[src/ccp_pkg.sv]
`default_nettype none
package ccp_pkg;
    // Command word layout
    localparam int CMD_BITS      = 16;
    localparam int REG_ADDR_W    = 7;
    localparam int REG_DATA_W    = 9;
    // Register addresses
    localparam logic [6:0] ADDR_SAMPLING = 7'h08;
    localparam logic [6:0] ADDR_ACTIVATE = 7'h09;
    // Field positions in sampling and activate registers
    localparam int SAMP_USB_BIT  = 0;
    localparam int SAMP_BASE_OVERSAMPLE_SEL_BIT = 1;
    localparam int SAMP_SR_LSB   = 2;
    localparam int ACTIVATE_BIT  = 0;
    // Reset values
    localparam logic [8:0] SAMPLING_RST = 9'h000;
    localparam logic       ACTIVATE_RST = 1'b0;
    // Two-wire slave address: 6-bit base plus pin bit
    localparam logic [5:0] SLAVE_BASE   = 6'h0d;
    // Master clock and oversampling
    localparam int MCLK_USB_HZ   = 12000000;
    localparam int OSR_BASE0     = 250;
    localparam int OSR_BASE1     = 272;
    // Frame and bit counts
    localparam logic [3:0] BYTE_LAST    = 4'h7;
    localparam logic [4:0] WORD_LAST    = 5'h0f;
    // Rate decode result: digital filter type
    typedef enum logic [1:0] {
        CCP_FILT0, CCP_FILT1, CCP_FILT2, CCP_FILT3
    } ccp_filt_t;
endpackage : ccp_pkg
`default_nettype wire

[src/ccp_rate_decode.sv]
`timescale 1ns/1ps
`default_nettype none
// Maps oversample bit and rate code to converter dividers of the 12 MHz clock.
// Divider counts in master clock periods; zero means unsupported setting.
module ccp_rate_decode (
    // Setting
    input  wire logic             osrSel,
    input  wire logic [3:0]       rateCode,
    // Decode
    output logic [15:0]           adcDiv,
    output logic [15:0]           dacDiv,
    output ccp_pkg::ccp_filt_t    filtType,
    output logic                  rateValid
);
    localparam logic [15:0] D250 = 16'(ccp_pkg::OSR_BASE0);
    localparam logic [15:0] D272 = 16'(ccp_pkg::OSR_BASE1);

    always_comb begin
        adcDiv    = 16'h0000;
        dacDiv    = 16'h0000;
        filtType  = ccp_pkg::CCP_FILT0;
        rateValid = 1'b1;
        unique case ({osrSel, rateCode})
            5'h00: begin adcDiv = D250; dacDiv = D250; end
            5'h01: begin adcDiv = D250; dacDiv = D250 * 16'h0006; end
            5'h02: begin adcDiv = D250 * 16'h0006; dacDiv = D250; end
            5'h03: begin adcDiv = D250 * 16'h0006; dacDiv = D250 * 16'h0006; end
            5'h06: begin
                adcDiv = 16'h0177;
                dacDiv = 16'h0177;
            end
            5'h07: begin
                adcDiv   = D250 >> 1;
                dacDiv   = D250 >> 1;
                filtType = ccp_pkg::CCP_FILT3;
            end
            5'h18: begin adcDiv = D272; dacDiv = D272; filtType = ccp_pkg::CCP_FILT1; end
            5'h19: begin
                adcDiv = D272; dacDiv = 16'h05d8; filtType = ccp_pkg::CCP_FILT1;
            end
            5'h1a: begin
                adcDiv = 16'h05d8; dacDiv = D272; filtType = ccp_pkg::CCP_FILT1;
            end
            5'h1b: begin
                adcDiv = 16'h05d8; dacDiv = 16'h05d8; filtType = ccp_pkg::CCP_FILT1;
            end
            5'h1f: begin
                adcDiv = D272 >> 1; dacDiv = D272 >> 1; filtType = ccp_pkg::CCP_FILT2;
            end
            default: rateValid = 1'b0;  // Host must avoid these
        endcase
    end
endmodule : ccp_rate_decode
`default_nettype wire

[src/ccp_control_port.sv]
`timescale 1ns/1ps
`default_nettype none
module ccp_control_port (
    // Clock and reset
    input  wire logic             ref_clk,
    input  wire logic             reset,
    input  wire logic             clkEn,
    // Control link pins
    input  wire logic             ctrl_link_select_pin,
    input  wire logic             ctrl_serial_clock,
    input  wire logic             ctrl_latch_select,
    input  wire logic             ctrl_serial_data_in,
    output logic                  ctrl_serial_data_out,
    output logic                  ctrl_serial_data_oe,
    // Audio port gating
    output logic                  audioPortEn,
    output logic                  audioPortPullDown,
    // Sampling decode
    output logic                  usbMode,
    output logic                  base_oversample_sel,
    output logic [3:0]            rate_select_code,
    output logic [15:0]           adcDivider,
    output logic [15:0]           dacDivider,
    output ccp_pkg::ccp_filt_t    filterType,
    output logic                  rateSupported,
    // Write strobe for the wider register map
    output logic                  regWrStb,
    output logic [6:0]            regWrAddr,
    output logic [8:0]            regWrData
);
    // ------------------------------------------------------------
    // Pin synchronisers
    // ------------------------------------------------------------
    logic [3:0] sync1_r, sync1_nxt;
    logic [3:0] sync2_r, sync2_nxt;
    logic [3:0] prev_r,  prev_nxt;
    logic       sclS, sdaS, csbS, modeS;
    logic       sclRise, sclFall, csbRise;

    always_comb begin
        sync1_nxt = {ctrl_link_select_pin, ctrl_latch_select, ctrl_serial_data_in,
                     ctrl_serial_clock};
        sync2_nxt = sync1_r;
        prev_nxt  = sync2_r;
    end

    always_ff @(posedge ref_clk) begin
        if (reset) begin
            // Idle bus levels, so no false start follows reset
            sync1_r <= 4'h3;
            sync2_r <= 4'h3;
            prev_r  <= 4'h3;
        end else if (clkEn) begin
            sync1_r <= sync1_nxt;
            sync2_r <= sync2_nxt;
            prev_r  <= prev_nxt;
        end
    end

    assign sclS    = sync2_r[0];
    assign sdaS    = sync2_r[1];
    assign csbS    = sync2_r[2];
    assign modeS   = sync2_r[3];
    assign sclRise = sclS & ~prev_r[0];
    assign sclFall = ~sclS & prev_r[0];
    assign csbRise = csbS & ~prev_r[2];

    // Start and stop seen only with clock steady high
    logic startCond, stopCond;
    assign startCond = ~modeS & sclS & prev_r[0] & prev_r[1] & ~sdaS;
    assign stopCond  = ~modeS & sclS & prev_r[0] & ~prev_r[1] & sdaS;

    // ------------------------------------------------------------
    // Link engine
    // ------------------------------------------------------------
    typedef enum {
        ST_IDLE, ST_ADDR, ST_ADDR_ACK, ST_HI, ST_HI_ACK, ST_LO, ST_LO_ACK, ST_WAIT_STOP
    } ccp_state_t;

    ccp_state_t state_r, state_nxt;
    logic [15:0] shift_r, shift_nxt;
    logic [3:0]  bitCnt_r, bitCnt_nxt;
    logic [4:0]  spiCnt_r, spiCnt_nxt;
    logic        ackDrv_r, ackDrv_nxt;
    logic        ackSeen_r, ackSeen_nxt;
    logic        cmdDone;
    logic [6:0]  myAddr;

    assign myAddr = {ccp_pkg::SLAVE_BASE, csbS};

    always_comb begin
        state_nxt   = state_r;
        shift_nxt   = shift_r;
        bitCnt_nxt  = bitCnt_r;
        spiCnt_nxt  = spiCnt_r;
        ackDrv_nxt  = ackDrv_r;
        ackSeen_nxt = ackSeen_r;
        cmdDone     = 1'b0;
        if (modeS) begin
            // Three-wire: shift on clock, capture only on latch edge
            state_nxt  = ST_IDLE;
            ackDrv_nxt = 1'b0;
            if (sclRise) begin
                shift_nxt = {shift_r[14:0], sdaS};
                if (spiCnt_r != 5'h1f) spiCnt_nxt = spiCnt_r + 5'h01;
            end
            if (csbRise) begin
                cmdDone    = (spiCnt_r > ccp_pkg::WORD_LAST);
                spiCnt_nxt = 5'h00;
            end
        end else if (startCond) begin
            // Any start, in or out of sequence, restarts addressing
            state_nxt  = ST_ADDR;
            bitCnt_nxt = 4'h0;
            ackDrv_nxt = 1'b0;
        end else if (stopCond) begin
            state_nxt  = ST_IDLE;
            ackDrv_nxt = 1'b0;
        end else begin
            unique case (state_r)
                ST_IDLE, ST_WAIT_STOP: ackDrv_nxt = 1'b0;
                ST_ADDR, ST_HI, ST_LO: if (sclRise) begin
                    shift_nxt  = {shift_r[14:0], sdaS};
                    bitCnt_nxt = bitCnt_r + 4'h1;
                end else if (sclFall && bitCnt_r == ccp_pkg::BYTE_LAST + 4'h1) begin
                    bitCnt_nxt  = 4'h0;
                    ackSeen_nxt = 1'b0;
                    if (state_r == ST_ADDR) begin
                        if (shift_r[7:1] == myAddr && !shift_r[0]) begin
                            state_nxt  = ST_ADDR_ACK;
                            ackDrv_nxt = 1'b1;
                        end else begin
                            state_nxt = ST_IDLE;
                        end
                    end else begin
                        state_nxt  = (state_r == ST_HI) ? ST_HI_ACK : ST_LO_ACK;
                        ackDrv_nxt = 1'b1;
                    end
                end
                ST_ADDR_ACK, ST_HI_ACK, ST_LO_ACK: if (sclRise) begin
                    ackSeen_nxt = 1'b1;
                end else if (sclFall && ackSeen_r) begin
                    ackDrv_nxt = 1'b0;
                    unique case (state_r)
                        ST_ADDR_ACK: state_nxt = ST_HI;
                        ST_HI_ACK:   state_nxt = ST_LO;
                        default: begin
                            state_nxt = ST_WAIT_STOP;
                            cmdDone   = 1'b1;
                        end
                    endcase
                end
            endcase
        end
    end

    always_ff @(posedge ref_clk) begin
        if (reset) begin
            state_r   <= ST_IDLE;
            shift_r   <= 16'h0000;
            bitCnt_r  <= 4'h0;
            spiCnt_r  <= 5'h00;
            ackDrv_r  <= 1'b0;
            ackSeen_r <= 1'b0;
        end else if (clkEn) begin
            state_r   <= state_nxt;
            shift_r   <= shift_nxt;
            bitCnt_r  <= bitCnt_nxt;
            spiCnt_r  <= spiCnt_nxt;
            ackDrv_r  <= ackDrv_nxt;
            ackSeen_r <= ackSeen_nxt;
        end
    end

    // Open drain: only ever pull data low; clock is never driven
    assign ctrl_serial_data_out = 1'b0;
    assign ctrl_serial_data_oe  = ackDrv_r;

    // ------------------------------------------------------------
    // Registers
    // ------------------------------------------------------------
    logic [8:0] sampling_r, sampling_nxt;
    logic       activate_r, activate_nxt;
    logic       wrStb_r, wrStb_nxt;
    logic [6:0] wrAddr_r, wrAddr_nxt;
    logic [8:0] wrData_r, wrData_nxt;
    logic [6:0] cmdAddr;
    logic [8:0] cmdData;

    assign cmdAddr = shift_r[15:9];
    assign cmdData = shift_r[8:0];

    always_comb begin
        sampling_nxt = sampling_r;
        activate_nxt = activate_r;
        wrStb_nxt    = cmdDone;
        wrAddr_nxt   = wrAddr_r;
        wrData_nxt   = wrData_r;
        if (cmdDone) begin
            wrAddr_nxt = cmdAddr;
            wrData_nxt = cmdData;
            if (cmdAddr == ccp_pkg::ADDR_SAMPLING) sampling_nxt = cmdData;
            if (cmdAddr == ccp_pkg::ADDR_ACTIVATE)
                activate_nxt = cmdData[ccp_pkg::ACTIVATE_BIT];
        end
    end

    always_ff @(posedge ref_clk) begin
        if (reset) begin
            sampling_r <= ccp_pkg::SAMPLING_RST;
            activate_r <= ccp_pkg::ACTIVATE_RST;
            wrStb_r    <= 1'b0;
            wrAddr_r   <= 7'h00;
            wrData_r   <= 9'h000;
        end else if (clkEn) begin
            sampling_r <= sampling_nxt;
            activate_r <= activate_nxt;
            wrStb_r    <= wrStb_nxt;
            wrAddr_r   <= wrAddr_nxt;
            wrData_r   <= wrData_nxt;
        end
    end

    // ------------------------------------------------------------
    // Rate decode, registered outputs
    // ------------------------------------------------------------
    logic [15:0]        adcDivC, dacDivC;
    ccp_pkg::ccp_filt_t filtC;
    logic               validC;
    logic [15:0]        adcDiv_r, adcDiv_nxt;
    logic [15:0]        dacDiv_r, dacDiv_nxt;
    ccp_pkg::ccp_filt_t filt_r, filt_nxt;
    logic               valid_r, valid_nxt;

    ccp_rate_decode ccp_rate_decode_i (
        .osrSel    (sampling_r[ccp_pkg::SAMP_BASE_OVERSAMPLE_SEL_BIT]),
        .rateCode  (sampling_r[ccp_pkg::SAMP_SR_LSB +: 4]),
        .adcDiv    (adcDivC),
        .dacDiv    (dacDivC),
        .filtType  (filtC),
        .rateValid (validC)
    );

    // Registered so outputs never ripple through the decode
    always_comb begin
        adcDiv_nxt = adcDivC;
        dacDiv_nxt = dacDivC;
        filt_nxt   = filtC;
        valid_nxt  = validC;
    end

    always_ff @(posedge ref_clk) begin
        if (reset) begin
            adcDiv_r <= 16'h0000;
            dacDiv_r <= 16'h0000;
            filt_r   <= ccp_pkg::CCP_FILT0;
            valid_r  <= 1'b0;
        end else if (clkEn) begin
            adcDiv_r <= adcDiv_nxt;
            dacDiv_r <= dacDiv_nxt;
            filt_r   <= filt_nxt;
            valid_r  <= valid_nxt;
        end
    end

    assign usbMode             = sampling_r[ccp_pkg::SAMP_USB_BIT];
    assign base_oversample_sel = sampling_r[ccp_pkg::SAMP_BASE_OVERSAMPLE_SEL_BIT];
    assign rate_select_code    = sampling_r[ccp_pkg::SAMP_SR_LSB +: 4];
    assign audioPortEn         = activate_r;
    assign audioPortPullDown   = ~activate_r;
    assign regWrStb            = wrStb_r;
    assign regWrAddr           = wrAddr_r;
    assign regWrData           = wrData_r;
    assign adcDivider          = adcDiv_r;
    assign dacDivider          = dacDiv_r;
    assign filterType          = filt_r;
    assign rateSupported       = valid_r;
endmodule : ccp_control_port
`default_nettype wire

[config.mk]
export PLATFORM = sky130hd
export DESIGN_NAME = ccp_control_port
export DESIGN_NICKNAME = d
export VERILOG_FILES = /design/src/ccp_pkg.sv /design/src/ccp_rate_decode.sv /design/src/ccp_control_port.sv
export SDC_FILE = /design/constraint.sdc
export NUM_CORES = 1
export LEC_CHECK = 0
export BUFFER_PORTS_ARGS = -buffer_cell sky130_fd_sc_hd__buf_2
export CAP_MARGIN = 20
export CORE_AREA = 2 2 113 87
export DETAILED_ROUTE_END_ITERATION = 10
export DIE_AREA = 0 0 115 89
export PLACE_DENSITY = 0.65
export SETUP_SLACK_MARGIN = 0.5
export SKIP_CTS_REPAIR_TIMING = 1
export SYNTH_ARGS = -nofsm -noshare
export SYNTH_HDL_FRONTEND = slang
export SYNTH_SLANG_ARGS = --single-unit
[constraint.sdc]
create_clock -name ref_clk -period 3.7 [get_ports ref_clk]
set_clock_uncertainty 0.15 [all_clocks]
set_input_delay 0.555 -clock ref_clk [delete_from_list [all_inputs] [get_ports ref_clk]]
set_output_delay 0.555 -clock ref_clk [all_outputs]
set_load 0.1 [all_outputs]
==> flow_summary.yaml <==
job:
  maxCapViolCount: 0
critical_path:
  cp.arrival_ns: 2.52
  path_max_fanout: 29
  endpoint_kind: "register"
  crit_type: "register to register"
  path_buf_inv: 1
  cpMostUsedCell: "ha_1"
  critPathRequiredTime_ns: 3.82
  path_cells: "ha_1 -> and3_1 -> ha_1 -> nor4b_2 -> a41oi_4 -> buf_12 -> nand4bb_1 -> a21oi_1"
  crit_path_top_delay_cell: "nor4b_2"
  worstSetupStartpointType: "register"
  cp_top_family: "simple AND/OR/NAND/NOR gates"
  max_stage_delay_ns: 0.46
synthesis:
  yosys-top-cells-area: "dfxtp_1 44%, mux2i_1 11%, nor2_1 5.3%"
  synth_flop_cell: "dfxtp_1"
  postSynthAreaPerCell_um2: 9.243
  synth_cells: 436
  synth.top_cells.by_count: "88 x dfxtp_1, 57 x nor2_1, 45 x mux2i_1, 34 x a21oi_1, 31 x nand2_1"
  synth.most_common_cell: "dfxtp_1"
  ys_seq_elements: 88
  seq_area_frac_synth_pct: 43.71
  ys_types: 66
  synth_area_um2: 4030
  synth_edf_count: 0
  yosys_warnings: 0
  netlist.top_cell.by_area: "dfxtp_1"
  async_reset_ff_share_pct: 0
  yosys.area.top_type_share_pct: 43.71
sta:
  finalCritPeriodShare_pct: 64.86
  finalSetupTns_ns: 0
  rsz0062_at_grt: "false"
  worst_pin_slew_ns: 0.5869
  clock.fmax_mhz: 416.7
  fin_crit_ns: 2.400
  finalHoldViolations: 0
  setup_viol: 0
  max_slew_margin_pct: 60.88
  drv_slew: 0
route:
  drt-initial-drc-count: 131
  avgViaCountPerCell: 5.444
  drt_drc_violations_left: 0
  dr.pass1.iters: 5
  ant_nets: 0
  finalWirelength_um: 8763
  vias: 3228
  routedWlPerCell_um: 14.78
placement:
  gp_congestion: 0.9220
  dp.cells: 575
  port_buffers: 55
  dp_hpwl_um: 5890
  placed_cell_area_um2: 4244
clock_tree:
  insertion_delay_ns: 0.34
  clockRootBuffer: "clkbuf_16"
  path_clk_slew_ns: 0.06
  htree_levels: 3
  clk_path_buf_depth: 2
  clock-sinks: 88
  cts_tree: "yes"
  cts_buffers: 9
global_routing:
  overflow: 0
  antenna_found_initial: 0
  grt_max_degree: 59
  grt_usage_pct: 18.05
  grt_pass1_wl_um: 14840
  grt_pass1_vias: 3079
finish:
  post-route-cell-area_um2: 4571
  num-nets-final: 488
  syn_to_final_growth_pct: 13.41
  diodes: 0
  drive_gt1_share_pct: 18.92
  post-route-util_pct: 50.74
  final_cell_count_no_fill: 593
die:
  die_h_um: 89
  core_um2: 9009
  dieArea_um2: 10240
  die_x_um: 115
  io_pins: 69
  start_util_pct: 44.74
  rows: 30
pwr:
  ir_drop_v: 0.0003426
  total_power_mw: 2.092
  leakage_nw: 2.106
  power.density_nw_per_um2: 457.6
outcome:
  status: "completed"
min_path:
  min_path_type: "input pin to register"
==> power breakdown <==
part,leakage (nW),switching [mW],internal (mW)
logic,1.24,0.199,0.0361
clock network,0.148,0.380,0.498
registers,0.715,0.0136,0.965
total,2.11,0.593,1.50
==> final cells by class <==
class / instances / area, um2
clock buffers: 11 / 252.7
repair buffers: 59 / 325.3
multi-input cells: 309 / 2018
inverters: 9 / 33.78
well taps: 112 / 140.1
fillers: 853 / 4438
flip-flops and latches: 88 / 1762
clock inverters: 5 / 38.79
==> worst register-to-register path, cell delays in order, from the launching register on <==
cell and delay [ns]:
dfxtp_1 0.35, ha_1 0.24, and3_1 0.21, ha_1 0.20, nor4b_2 0.46, a41oi_4 0.11
buf_12 0.23, nand4bb_1 0.21, a21oi_1 0.17
==> routing by layer <==
metal  track usage [%]  up-vias  wire length (um)
li1                  -     1599                 -
met3             6.169       11               646
met1             24.18     1519              4100
met2             28.18       99              3923
met4             4.600        0                93
met5                 0        -                 0
==> sequential cells by signal, summed over array words and instances (netlist names) <==
register / count
shift_r: 16
adcDivider: 10
dacDivider: 10
regWrData: 9
regWrAddr: 7
sampling_r: 6
spiCnt_r: 5
bitCnt_r: 4
prev_nxt: 4
sync1_r: 4
prev_r: 3
state_r: 3
filterType: 2
ackSeen_r: 1
audioPortEn: 1
ctrl_serial_data_oe: 1
rateSupported: 1
regWrStb: 1
==> stage by stage <==
stage               worst slack [ns]  hold WS, ns
finish                         1.300       0.2849
global route                   1.162       0.3103
CTS                            1.095       0.2715
detailed placement             1.094       0.2894
global placement               1.164       0.2834
floorplan                      1.366       0.2913
==> kinds of logic after synthesis <==
| group | Yosys count | synth area share [%] |
|---|---|---|
| and+or+nand+nor | 148 | 19.19 |
| AOI/OAI and AO/OA | 95 | 16.30 |
| DFF | 88 | 43.71 |
| buffers and inverters | 51 | 7.327 |
| muxes | 45 | 11.18 |
| adders and majority gates | 5 | 1.552 |
| xor gates and xnor gates | 3 | 0.6521 |
| other | 1 | 0.09305 |
==> worst paths after layout <==
path	end	slack (ns)	depth (start not counted)	startpoint
worst max-delay path	sampling_r[2]$_SDFFE_PP0P_	1.30	8	spiCnt_r[0]$_SDFFE_PP0P_
worst min-delay path	sync1_r[1]$_SDFFE_PP1P_	0.28	3	ctrl_serial_data_in
worst max register to register	sampling_r[2]$_SDFFE_PP0P_	1.30	8	spiCnt_r[0]$_SDFFE_PP0P_
worst min register to register	adcDivider[4]$_SDFFE_PP0P_	0.31	1	adcDivider[4]$_SDFFE_PP0P_
==> cells in the final DEF (no fill, tap or decap), drive strengths merged, types with 2 or more instances in the layout <==
master	count
nand3b	2
o31ai	2
nand2	31
buf	59
a211oi	4
nor2b	3
clkinv	4
a21oi	34
ha	5
and2b	3
nand4	4
inv	10
or3	2
nand4bb	6
o21ai	20
clkbuf	11
xnor2	2
and3	4
nand2b	5
a31oi	6
o21bai	4
o211ai	6
a31o	3
nor2	57
conb	13
nor3b	2
dfxtp	88
nor3	8
o21a	2
nor4b	2
nand3	11
a41oi	5
mux2i	45
No activity file was read; power rests on OpenSTA's default activity.
